### src/pkg/ntc_defs.svh
// offsets, field positions, reset values and timing counts of the transfer decoder
// assumes inclusion by bare name from the package and from the design file
`ifndef NTC_DEFS_SVH
`define NTC_DEFS_SVH
// register word offsets on the plain register port
`define OFS_CW0 4'h0
`define OFS_CW1 4'h1
`define OFS_CW2 4'h2
`define OFS_SRC 4'h3
`define OFS_DST 4'h4
`define OFS_NODE 4'h5
`define OFS_AREA 4'h6
`define OFS_CMD 4'h7
`define OFS_STAT 4'h8
// second control word field positions
`define CW1_RTY_LO 8
`define CW1_IND 12
`define CW1_NORSP 13
`define CW1_LVL0 14
`define CW1_NET 15
// reset values
`define RST_CW1 16'h8000
`define RST_WORD 16'h0000
// limits
`define MAX_WORDS 16'h0100
`define MAX_NODE 8'h3E
`define MAX_UNIT 5'h04
`define TMO_NONE 8'hFF
// timing: clock in kHz, tick and default time-out in ms
`define CLK_KHZ 125000
`define TICK_MS 100
`define DEF_TMO_MS 2000
// result codes
`define RC_OK 8'h00
`define RC_PARAM 8'h01
`define RC_RANGE 8'h02
`define RC_TMO 8'h03
`define RC_SELF 8'h04
// remote area codes
`define AC_IO 8'h00
`define AC_TC 8'h03
`define AC_DM 8'h05
`define AC_LR 8'h06
`define AC_HR 8'h07
`define AC_AR 8'h08
`define AC_EM0 8'h10
`define AC_EMCUR 8'h18
// highest local word per area
`define LIM_IO 16'h01FF
`define LIM_LR 16'h003F
`define LIM_HR 16'h0063
`define LIM_AR 16'h001B
`define LIM_TC 16'h01FF
`define LIM_DM 16'h19FF
`define LIM_EM 16'h17FF
`endif

### src/pkg/ntc_pkg.sv
// types shared by the transfer decoder and its bench
// assumes ntc_defs.svh on the include path
`include "ntc_defs.svh"
package ntc_pkg;
   // memory areas, local and remote (direct mode)
   typedef enum logic [2:0] {
      A_IO = 3'h0, A_LR = 3'h1, A_HR = 3'h2, A_AR = 3'h3,
      A_TC = 3'h4, A_DM = 3'h5, A_EM = 3'h6
   } area_t;
   // controller states, one-hot
   typedef enum logic [7:0] {
      S_IDLE = 8'h01, S_CHK = 8'h02, S_PT0 = 8'h04, S_PT1 = 8'h08,
      S_PT2 = 8'h10, S_HDR = 8'h20, S_DATA = 8'h40, S_WAIT = 8'h80
   } state_t;
   // request header put on the link
   typedef struct packed {
      logic rd;              // read request, else write
      logic no_rsp;          // receiver must not answer
      logic level1;          // operating level 1, else 0
      logic [5:0] node;      // 0 = broadcast
      logic [2:0] unit;      // 0 controller, 1..4 applications
      logic [7:0] area_code; // remote area code
      logic [19:0] start;    // remote start word
      logic [8:0] count;     // words, 0..256
   } hdr_t;
endpackage : ntc_pkg

### src/hdl/network_transfer_control_decoder.sv
// network write/read transfer controller driven by three control words
// assumes a one-cycle-latency local memory and a valid/ready link port
//
// Added by the designer: the placing of the registers and the strobed register port.
`timescale 1ns/1ps
`default_nettype none
`include "ntc_defs.svh"

// Notes on behaviour
// - time-out is field times 100 ms
// - field zero gives two second time-out
// - field all ones waits forever
// - retry count from bits 8-11
// - count 0..256, never more
// - node zero broadcasts write data
// - broadcast expects no response, no timer
// - bit 13 set on a write: no response, no wait
// - bit 15 must select this network
// - destination node 1..62 otherwise
// - own node number is refused
// - unit 0..4, bits 13-15 zero
// - bit 12 makes destination a pointer
// - pointer pair holds BCD start, area
// - area code translation table
// - local words out of range refused
// - bit 14 selects operating level
// - result held until next instruction
module network_transfer_control_decoder
   import ntc_pkg::*;
#(
   parameter int unsigned TICK_CYC = `TICK_MS * `CLK_KHZ // cycles per 100 ms
) (
   // clock and reset
   input wire logic mclk_i,
   input wire logic nrst_i,
   // register port
   input wire logic [3:0] addr_i,
   input wire logic [15:0] wdata_i,
   input wire logic wr_i,
   input wire logic rd_i,
   output logic [15:0] rdata_o,
   // local memory
   output logic [15:0] mem_addr_o,
   output logic mem_rd_o,
   output logic mem_wr_o,
   output logic [15:0] mem_wdata_o,
   input wire logic [15:0] mem_rdata_i,
   // link request side
   output hdr_t hdr_o,
   output logic hdr_valid_o,
   input wire logic hdr_ready_i,
   output logic [15:0] tx_data_o,
   output logic tx_valid_o,
   input wire logic tx_ready_i,
   // link answer side
   input wire logic [15:0] rx_data_i,
   input wire logic rx_valid_i,
   input wire logic rsp_valid_i,
   input wire logic [7:0] rsp_code_i
);

   localparam logic [23:0] TICK_M1 = 24'(TICK_CYC - 1);
   localparam logic [7:0] DEF_TICKS = 8'(`DEF_TMO_MS / `TICK_MS);

   ////////////////////////////////////////////////////////////////////////////
   // registers
   logic [15:0] cw0_r, cw1_r, cw2_r, src_r, dst_r, node_r, area_r;
   logic [7:0] res_r;       // last result
   logic is_rd_r;           // current instruction is a read
   state_t st_r, st_nxt;
   logic [15:0] w0_r, w1_r; // pointer pair
   logic [8:0] cnt_r;       // words moved
   logic [3:0] rty_r;       // retries left
   logic pend_r;            // memory read in flight
   logic [15:0] txd_r;
   logic txv_r;
   logic [23:0] pre_r;      // 100 ms prescaler
   logic [7:0] tk_r;        // elapsed ticks
   logic mwr_r;
   logic [15:0] mwa_r, mwd_r;
   logic [15:0] rdata_r;

   // local word limit per area
   function automatic logic [15:0] lim_f(input logic [2:0] a);
      case (a)
         A_IO: lim_f = `LIM_IO;
         A_LR: lim_f = `LIM_LR;
         A_HR: lim_f = `LIM_HR;
         A_AR: lim_f = `LIM_AR;
         A_TC: lim_f = `LIM_TC;
         A_DM: lim_f = `LIM_DM;
         default: lim_f = `LIM_EM;
      endcase
   endfunction : lim_f

   // area to remote code
   function automatic logic [7:0] code_f(input logic [2:0] a);
      case (a)
         A_IO: code_f = `AC_IO;
         A_LR: code_f = `AC_LR;
         A_HR: code_f = `AC_HR;
         A_AR: code_f = `AC_AR;
         A_TC: code_f = `AC_TC;
         A_DM: code_f = `AC_DM;
         default: code_f = `AC_EMCUR;
      endcase
   endfunction : code_f

   // codes a pointer pair may carry
   function automatic logic code_ok_f(input logic [7:0] c);
      code_ok_f = (c == `AC_IO) || (c == `AC_TC) || (c == `AC_DM) || (c == `AC_LR) ||
         (c == `AC_HR) || (c == `AC_AR) || ((c >= `AC_EM0) && (c <= `AC_EMCUR));
   endfunction : code_ok_f

   ////////////////////////////////////////////////////////////////////////////
   // decode
   wire idle = (st_r == S_IDLE);
   wire wr_hit = wr_i && idle; // parameters frozen while busy
   wire go = wr_hit && (addr_i == `OFS_CMD) && (wdata_i[0] || wdata_i[1]);
   wire [8:0] len = cw0_r[8:0];
   wire bad_len = cw0_r > `MAX_WORDS;
   wire [7:0] node = cw2_r[7:0];
   wire bcast = (node == 8'h00) && !is_rd_r;
   wire bad_node = ((node == 8'h00) && is_rd_r) || (node > `MAX_NODE);
   wire self = (node != 8'h00) && (node == node_r[7:0]);
   wire bad_unit = (cw2_r[15:13] != 3'h0) || (cw2_r[12:8] > `MAX_UNIT);
   wire bad_net = !cw1_r[`CW1_NET];
   wire bad_area = (area_r[2:0] > A_EM) || (area_r[5:3] > A_EM);
   wire bad_par = bad_len || bad_node || bad_unit || bad_net || bad_area;
   // last local word, a zero count touches only the first
   wire [16:0] last_w = {1'b0, src_r} + 17'(len) - 17'(len != 9'h000);
   wire bad_rng = last_w > {1'b0, lim_f(area_r[2:0])};
   wire [7:0] chk_rc = self ? `RC_SELF : bad_par ? `RC_PARAM : bad_rng ? `RC_RANGE : `RC_OK;
   // reads always answer; broadcast never does
   wire need_rsp = is_rd_r || (!bcast && !cw1_r[`CW1_NORSP]);
   wire ptr_ok = code_ok_f(w0_r[15:8]);
   wire fetch = (st_r == S_DATA) && !pend_r && !txv_r && (cnt_r < len);
   wire dat_end = (st_r == S_DATA) && !pend_r && !txv_r && (cnt_r == len);
   wire rx_take = (st_r == S_WAIT) && rx_valid_i && (cnt_r < len);
   // time-out decode
   wire [7:0] tf = cw1_r[7:0];
   wire nolim = (tf == `TMO_NONE);
   wire [7:0] tlim = (tf == 8'h00) ? DEF_TICKS : tf;
   wire tick = (pre_r == TICK_M1);
   wire tmo = (st_r == S_WAIT) && !rsp_valid_i && !nolim && tick && (tk_r + 8'h01 == tlim);
   wire hdr_acc = (st_r == S_HDR) && hdr_ready_i;

   // register read mux
   wire [15:0] stat = {!idle, 3'h0, rty_r, res_r};
   wire [15:0] rmux =
      (addr_i == `OFS_CW0) ? cw0_r : (addr_i == `OFS_CW1) ? cw1_r :
      (addr_i == `OFS_CW2) ? cw2_r : (addr_i == `OFS_SRC) ? src_r :
      (addr_i == `OFS_DST) ? dst_r : (addr_i == `OFS_NODE) ? node_r :
      (addr_i == `OFS_AREA) ? area_r : (addr_i == `OFS_STAT) ? stat : 16'h0000;

   ////////////////////////////////////////////////////////////////////////////
   // outputs
   assign rdata_o = rdata_r;
   assign hdr_valid_o = (st_r == S_HDR);
   assign hdr_o.rd = is_rd_r;
   assign hdr_o.no_rsp = !need_rsp;
   assign hdr_o.level1 = !cw1_r[`CW1_LVL0];
   assign hdr_o.node = cw2_r[5:0];
   assign hdr_o.unit = cw2_r[10:8];
   // pointer pair replaces the direct start
   assign hdr_o.area_code = cw1_r[`CW1_IND] ? w0_r[15:8] : code_f(area_r[5:3]);
   assign hdr_o.start = cw1_r[`CW1_IND] ? {w0_r[3:0], w1_r} : {4'h0, dst_r};
   assign hdr_o.count = len;
   assign tx_data_o = txd_r;
   assign tx_valid_o = txv_r;
   assign mem_rd_o = (st_r == S_PT0) || (st_r == S_PT1) || fetch;
   assign mem_wr_o = mwr_r;
   assign mem_wdata_o = mwd_r;
   assign mem_addr_o = mwr_r ? mwa_r : (st_r == S_PT0) ? dst_r :
      (st_r == S_PT1) ? dst_r + 16'h0001 : src_r + 16'(cnt_r);

   ////////////////////////////////////////////////////////////////////////////
   // next state
   always_comb begin
      st_nxt = st_r;
      case (st_r)
         S_IDLE: if (go) st_nxt = S_CHK;
         S_CHK: begin
            if (chk_rc != `RC_OK) st_nxt = S_IDLE;
            else if (cw1_r[`CW1_IND]) st_nxt = S_PT0;
            else st_nxt = S_HDR;
         end
         S_PT0: st_nxt = S_PT1;
         S_PT1: st_nxt = S_PT2;
         S_PT2: st_nxt = ptr_ok ? S_HDR : S_IDLE;
         S_HDR: if (hdr_ready_i) st_nxt = is_rd_r ? S_WAIT : S_DATA;
         S_DATA: if (dat_end) st_nxt = need_rsp ? S_WAIT : S_IDLE;
         S_WAIT: begin
            if (rsp_valid_i) st_nxt = S_IDLE;
            else if (tmo) st_nxt = (rty_r != 4'h0) ? S_HDR : S_IDLE;
         end
         default: st_nxt = S_IDLE;
      endcase
   end

   // state and software registers
   always_ff @(posedge mclk_i or negedge nrst_i) begin
      if (!nrst_i) begin
         st_r <= S_IDLE;
         cw0_r <= `RST_WORD;
         cw1_r <= `RST_CW1;
         cw2_r <= `RST_WORD;
         src_r <= `RST_WORD;
         dst_r <= `RST_WORD;
         node_r <= `RST_WORD;
         area_r <= `RST_WORD;
         is_rd_r <= 1'b0;
         rdata_r <= `RST_WORD;
      end else begin
         st_r <= st_nxt;
         if (rd_i) rdata_r <= rmux; // data one cycle later
         if (wr_hit && addr_i == `OFS_CW0) cw0_r <= wdata_i;
         if (wr_hit && addr_i == `OFS_CW1) cw1_r <= wdata_i;
         if (wr_hit && addr_i == `OFS_CW2) cw2_r <= wdata_i;
         if (wr_hit && addr_i == `OFS_SRC) src_r <= wdata_i;
         if (wr_hit && addr_i == `OFS_DST) dst_r <= wdata_i;
         if (wr_hit && addr_i == `OFS_NODE) node_r <= wdata_i;
         if (wr_hit && addr_i == `OFS_AREA) area_r <= wdata_i;
         if (go) is_rd_r <= !wdata_i[0]; // write wins if both set
      end
   end

   // result code: kept until the next instruction ends
   always_ff @(posedge mclk_i or negedge nrst_i) begin
      if (!nrst_i) res_r <= `RC_OK;
      else if (st_r == S_CHK && chk_rc != `RC_OK) res_r <= chk_rc;
      else if (st_r == S_PT2 && !ptr_ok) res_r <= `RC_PARAM;
      else if (dat_end && !need_rsp) res_r <= `RC_OK;
      else if (st_r == S_WAIT && rsp_valid_i) res_r <= rsp_code_i;
      else if (tmo && rty_r == 4'h0) res_r <= `RC_TMO;
   end

   // pointer pair, retry counter
   always_ff @(posedge mclk_i or negedge nrst_i) begin
      if (!nrst_i) begin
         w0_r <= `RST_WORD;
         w1_r <= `RST_WORD;
         rty_r <= 4'h0;
      end else begin
         if (st_r == S_PT1) w0_r <= mem_rdata_i;
         if (st_r == S_PT2) w1_r <= mem_rdata_i;
         if (st_r == S_CHK) rty_r <= cw1_r[`CW1_RTY_LO +: 4];
         else if (tmo && rty_r != 4'h0) rty_r <= rty_r - 4'h1;
      end
   end

   // word mover: memory to link, or link to memory
   always_ff @(posedge mclk_i or negedge nrst_i) begin
      if (!nrst_i) begin
         cnt_r <= 9'h000;
         pend_r <= 1'b0;
         txv_r <= 1'b0;
         txd_r <= `RST_WORD;
         mwr_r <= 1'b0;
         mwa_r <= `RST_WORD;
         mwd_r <= `RST_WORD;
      end else begin
         pend_r <= fetch;
         mwr_r <= rx_take;
         if (st_r == S_HDR) cnt_r <= 9'h000; // a retry resends from the start
         else if ((txv_r && tx_ready_i) || rx_take) cnt_r <= cnt_r + 9'h001;
         if (pend_r) begin
            txd_r <= mem_rdata_i;
            txv_r <= 1'b1;
         end else if (tx_ready_i) begin
            txv_r <= 1'b0;
         end
         if (rx_take) begin
            mwa_r <= src_r + 16'(cnt_r);
            mwd_r <= rx_data_i;
         end
      end
   end

   // response timer, restarted with every header sent
   always_ff @(posedge mclk_i or negedge nrst_i) begin
      if (!nrst_i) begin
         pre_r <= 24'h00_0000;
         tk_r <= 8'h00;
      end else if (hdr_acc) begin
         pre_r <= 24'h00_0000;
         tk_r <= 8'h00;
      end else if (st_r == S_WAIT) begin
         pre_r <= tick ? 24'h00_0000 : pre_r + 24'h00_0001;
         if (tick && tk_r != 8'hFF) tk_r <= tk_r + 8'h01;
      end
   end
endmodule : network_transfer_control_decoder
`default_nettype wire

### config.mk
export PLATFORM = sky130hd
export DESIGN_NAME = network_transfer_control_decoder
export DESIGN_NICKNAME = d
export VERILOG_FILES = /design/src/pkg/ntc_pkg.sv /design/src/hdl/network_transfer_control_decoder.sv
export VERILOG_INCLUDE_DIRS = /design/src /design/src/pkg
export SDC_FILE = /design/constraint.sdc
export NUM_CORES = 1
export LEC_CHECK = 0
export BUFFER_PORTS_ARGS = -buffer_cell sky130_fd_sc_hd__buf_2
export CORE_UTILIZATION = 57
export DETAILED_ROUTE_END_ITERATION = 16
export PLACE_DENSITY_LB_ADDON = 0.25
export REMOVE_ABC_BUFFERS = 1
export SKIP_CTS_REPAIR_TIMING = 1
export SYNTH_ARGS = -nofsm -noshare
export SYNTH_HDL_FRONTEND = slang
export SYNTH_SLANG_ARGS = --single-unit
### constraint.sdc
create_clock -name mclk_i -period 5.38 [get_ports mclk_i]
set_clock_uncertainty 0.15 [all_clocks]
set_input_delay 0.538 -clock mclk_i [delete_from_list [all_inputs] [get_ports mclk_i]]
set_output_delay 0.538 -clock mclk_i [all_outputs]
set_load 0.1 [all_outputs]
# Word-level counts from Yosys, hierarchy flattened
# Index checks and enable logic that the tools add are counted.
dict set report totals {
  register_bits 273
  in_bits 68
  wordCells 215
}
dict set report classes {
  mux 48
  addsub 8
  reduce_logical 86
  eq_ne 41
  magnitude_cmp 9
}
# operator n
set op_table {}
lappend op_table {{two-way mux 16 bit} 11}
lappend op_table {{two-way mux 8 bit} 17}
lappend op_table {{two-way mux 24 bit} 3}
lappend op_table {{case mux 13 bit (5 select lines)} 1}
lappend op_table {{case mux 8 bit (8 select lines)} 1}
lappend op_table {{logical AND 1 bit} 34}
lappend op_table {{== test 8 x 3 -> 1 bit, second input constant} 4}
lappend op_table {{case mux 5 bit (6 select lines)} 1}
lappend op_table {{adder 24 x 1 -> 24 bit, second input constant} 1}
lappend op_table {{== test 24 bit, second input constant} 1}
lappend op_table {{zero test 8 bit} 3}
lappend op_table {{two-way mux 6 bit} 4}
lappend op_table {{two-way mux 20 bit} 1}
lappend op_table {{logical OR 1 bit} 18}
lappend op_table {{two-way mux 9 bit} 2}
lappend op_table {{adder 16 x 9 -> 17 bit} 1}
lappend op_table {{> comparator 17 x 16 -> 1 bit} 1}
lappend op_table {{subtractor 17 x 1 -> 17 bit} 1}
lappend op_table {{adder 16 x 1 -> 16 bit, second input constant} 1}
lappend op_table {{adder 16 x 9 -> 16 bit} 1}
lappend op_table {{== test 4 x 3 -> 1 bit, second input constant} 4}
lappend op_table {{== test 8 x 2 -> 1 bit, second input constant} 2}
lappend op_table {{== test 8 x 4 -> 1 bit, second input constant} 2}
lappend op_table {{== test 8 bit} 2}
lappend op_table {{other kinds (42)} 75}

# Depth between registers and ports, before layout
dict set report depth {
  word_depth 12
  mapped_depth 20
}

# Worst setup path after synthesis
# No wires, ideal clock.
dict set report synth_path {
  kind {register -> output}
  startpoint {register cnt_r[1]}
  endpoint {output port mem_addr_o[15]}
  arrival_ns 4.867
  stages_incl_launch_ff 10
  path_buffers 0
  t_required_ns 4.692
  slack_ns -0.175
  path_cell_list {dfrtp_1 > ha_1 > a21o_1 > a21oi_1 > o21ai_0 > a31oi_1 > nor2_1 > and2_1 > xnor2_1 > o41ai_1}
}
dict set report synth_via {
  elab_chain_cells 4
}
# element line_no
set synth_rtl {}
lappend synth_rtl {{from (decl)} network_transfer_control_decoder.sv:72} ;# logic [8:0] cnt_r;
lappend synth_rtl {{from (signal assigned)} network_transfer_control_decoder.sv:266} ;# else if ((txv_r && tx_ready_i) || rx_take) cnt_r <= cnt_r + 9'h001;
lappend synth_rtl {{adder 16 x 9 -> 16 bit} network_transfer_control_decoder.sv:175} ;# (st_r == S_PT1) ? dst_r + 16'h0001 : src_r + 16'(cnt_r);
lappend synth_rtl {{two-way mux 16 bit} network_transfer_control_decoder.sv:175}
lappend synth_rtl {{two-way mux 16 bit (2 in series)} network_transfer_control_decoder.sv:174} ;# assign mem_addr_o = mwr_r ? mwa_r : (st_r == S_PT0) ? dst_r :
lappend synth_rtl {{to (decl)} network_transfer_control_decoder.sv:43} ;# output logic [15:0] mem_addr_o,
# Every way passes these cells.

# Worst setup path in the final report
dict set report layout_path {
  startpoint {register cw0_r[4]}
  endpoint {register res_r[3]}
}
dict set report layout_via {
  elab_chain_cells 10
  elab_cells_between_ends 21
}
# element line_no
set layout_rtl {}
lappend layout_rtl {{from (decl)} network_transfer_control_decoder.sv:67} ;# logic [15:0] cw0_r, cw1_r, cw2_r, src_r, dst_r, node_r, area_r;
lappend layout_rtl {{from (signal assigned)} network_transfer_control_decoder.sv:205} ;# cw0_r <= `RST_WORD;
lappend layout_rtl {{from (signal assigned)} network_transfer_control_decoder.sv:217} ;# if (wr_hit && addr_i == `OFS_CW0) cw0_r <= wdata_i;
lappend layout_rtl {{parallel branches: the longest is 10 deep, another holds adder 16 x 9 -> 17 bit} n/a}
lappend layout_rtl {{to (signal assigned)} network_transfer_control_decoder.sv:230} ;# if (!nrst_i) res_r <= `RC_OK;
lappend layout_rtl {{to (signal assigned)} network_transfer_control_decoder.sv:231} ;# else if (st_r == S_CHK && chk_rc != `RC_OK) res_r <= chk_rc;
lappend layout_rtl {{to (signal assigned)} network_transfer_control_decoder.sv:232} ;# else if (st_r == S_PT2 && !ptr_ok) res_r <= `RC_PARAM;
lappend layout_rtl {{to (decl)} network_transfer_control_decoder.sv:68} ;# logic [7:0] res_r;
# Parallel ways; which one is timed is not known.
# A chain may end at the register's enable or synchronous reset.

==> results.tsv <==
stage	metric	value	unit
outcome	outcome	complete, no violations	
layout	finalNetCount	1982	
critical_path	crit_top_cell	ha_1	
clocking	cts_buffers	30	
power_and_ir_drop	vdd_drop_max	0.595	mV
critical_path	cp.required	5.73	ns
timing	worst_slack	0.387	ns
yosys	synth.distinct_cells	81	
critical_path	crit_chain	nor4_4, nand3_1, ha_1, inv_1, ha_1, fa_2, a211oi_2, o21ai_1, a31oi_2, o21ai_0, xor2_1, ha_1, a21oi_1, o21ai_0, nor4_1, o31ai_2, a21oi_2, nand4_1, a211oi_2, buf_4, a22o_1	
layout	n_antenna_cell	0	
clocking	clk_pin_slew_worst_paths	0.06	ns
route	drt_wl_total	47600	um
yosys	synth_edf_count	0	
route	first_pass_iters	6	
timing	drv_slew	0	
route	initialDrtViolationCount	1257	
layout	seq_area	6730	um2
grt	grt_pass1_vias	13300	
timing	hold_viol_final	0	
critical_path	crit_path_max_incr_delay	0.44	ns
route	drc	0	
clocking	cts_tree	done	
yosys	synth-main-ff-cell	dfrtp_1	
power_and_ir_drop	p_per_area	609	nW/um2
placed_design	place.gp.congestion	0.998	
layout	largest-register	pre_r	
yosys	yosysTopAreaCellShare	0.425	
placed_design	pre_cts_ws	0.0797	ns
timing	rsz0062_at_grt	false	
die	core-area	27000	um2
layout	area_growth	14.1	%
grt	grt_usage	0.339	
clocking	ctsHtreeMaxLevel	1	
die	fp.dieH	168	um
power_and_ir_drop	p_leak	0.00846	uW
timing	period_minus_slack	4.99	ns
critical_path	arrival	5.34	ns
clocking	ctsRootBufferMaster	clkbuf_16	
clocking	cts.path.max_buffers	3	
route	detail-route-antenna-nets	0	
yosys	synth_area_leaders	dfrtp_1, mux2_2, nand2_1	
placed_design	dp_hpwl	34700	um
die	die-area	28300	um2
min_path	min_from	rx_data_i[6]	
yosys	synth_top_cell_by_area	dfrtp_1	
run	cap_violations	0	
layout	fillers	2208	
yosys	syn_area_per_cell	9.22	um2
clocking	cts.sinks	269	
yosys	synth_seq_area_share	0.428	
critical_path	path_max_fanout	6	
critical_path	critPathCaptureType	flip-flop	
route	viasPerCell	6.24	
die	die_w	168	um
critical_path	r2r-start	cw0_r[4]	
yosys	syn-cell-area	15700	um2
clocking	clk_latency	0.57	ns
placed_design	io_buffer_count	184	
critical_path	critical_path.startpoint	cw0_r[4]	
layout	multi_input_area	8290	um2
timing	setup_violations	0	
timing	fmax	200	MHz
critical_path	critPathKind	reg2reg	
timing	slew_headroom	0.209	
timing	fin_crit_sh	0.928	
timing	worst_slew_pin_slew	1.16	ns
yosys	yosysWarnings	0	
power_and_ir_drop	power	10900	uW
min_path	hold_class	in2reg	
die	rows	60	
critical_path	cpMaxStageDelayCell	dfrtp_1	
grt	grt_antenna_before_repair	0	
grt	grt_max_degree	124	
yosys	synth-seq-cells	269	
grt	grt.overflow.total	0	
yosys	syn_inst	1706	
layout	instances_no_fill	2213	
route	routed-via-count	13800	
die	io_pins	185	
layout	largest_reg_flops	24	
layout	drive_gt1_frac	0.222	
grt	grt_first_pass_wirelength	74500	um
placed_design	post-place-cells	2155	
critical_path	start_kind	flip-flop	
die	start_util	0.582	
yosys	ys_async_sr_fraction	1.00	
timing	tns	0	ns
route	wire_per_inst	21.5	um
-- worst paths after layout --
check,to,slack [ns],cells after the start
max,res_r[3],0.39,21
min,mem_wdata_o[6],0.01,3
max reg2reg,res_r[3],0.39,21
min reg2reg,mem_wdata_o[2],0.31,2
max in group asynchronous,tx_data_o[5],3.33,3
min in group asynchronous,w1_r[15],0.48,2
-- cell usage after synthesis, drive strengths merged (20+ instances only) --
cell    count
nor4       20
dfrtp     267
nand3      48
nand4      20
buf        40
o21ai     131
xor2       38
ha         64
mux2      127
inv        87
nor2      111
a22oi      27
xnor2      33
a21oi     111
nand2     268
clkbuf     56
nor3       31
-- worst max-delay path, delay by kind of cell, from the launching register on --
kind,cells,cell delay (ns)
flops,1,0.44
buf+inv,2,0.23
compound gates,10,1.72
fa+ha+maj,4,1.18
xor+xnor,1,0.16
simple gates,4,1.03
-- through the flow --
step	hold WS [ns]	utilization	cell area [um2]
final	0.0145	0.664	18000
after global routing	0.00333	0.664	18000
after CTS	-0.0256	0.662	17900
after detailed placement	0.301	0.622	16800
after global placement	0.294	0.622	16800
after floorplan	0.0924	-	15300
-- power breakdown --
| part | switching, uW | leakage, uW | total [uW] | internal [uW] |
|---|---|---|---|---|
| registers | 627 | 0.00341 | 3050 | 2420 |
| logic | 4010 | 0.00450 | 5670 | 1660 |
| clock network | 876 | 0.000539 | 2230 | 1350 |
-- cell usage in the layout, fill, tap and decap left out, types with 9 or more instances in the layout --
cell	netlist	final
o21ai_0	121	121
nor3_1	29	28
mux2_1	12	12
o21ai_1	10	10
clkbuf_16	0	31
dfrtp_1	267	267
a31oi_1	18	17
and2_1	16	16
o31ai_1	10	9
xnor2_1	33	33
a22oi_1	27	27
nor2_1	110	110
nand3_1	48	48
o221ai_1	16	16
o211ai_1	12	12
ha_1	64	64
inv_1	86	86
nor2b_1	10	10
nand4_1	20	20
a21oi_1	108	107
xor2_1	38	38
buf_4	20	21
mux2_2	115	115
nand2_1	267	267
nand2b_1	11	11
buf_2	6	183
a21o_1	14	14
and3_1	14	14
nor4_1	17	15
-- cell families after synthesis --
logic type                 after synthesis  share of synthesized area
AOI/OAI and AO/OA                      402                      0.161
adders and majority gates               66                     0.0534
buffers and inverters                  183                     0.0489
xor gates and xnor gates                71                     0.0395
muxes                                  134                     0.0961
DFF                                    269                      0.428
and+or+nand+nor                        581                      0.173
-- final cells by class --
cell class | count | share of cell area
tap | 341 | 0.0238
sequential | 269 | 0.375
timing repair buffer | 206 | 0.0612
clock buffer | 41 | 0.0497
inverter | 87 | 0.0182
multi-input combinational | 1254 | 0.461
clock inverter | 15 | 0.0107
-- per-layer routing --
| metal | global-route usage | vias to the layer above | wire length, um |
|---|---|---|---|
| li1 | - | 6315 | - |
| met1 | 0.472 | 6638 | 19800 |
| met2 | 0.537 | 715 | 21900 |
| met3 | 0.0545 | 133 | 4160 |
| met4 | 0.122 | 0 | 1840 |
| met5 | 0 | - | 0 |
Power figures use the tool's default switching activity.
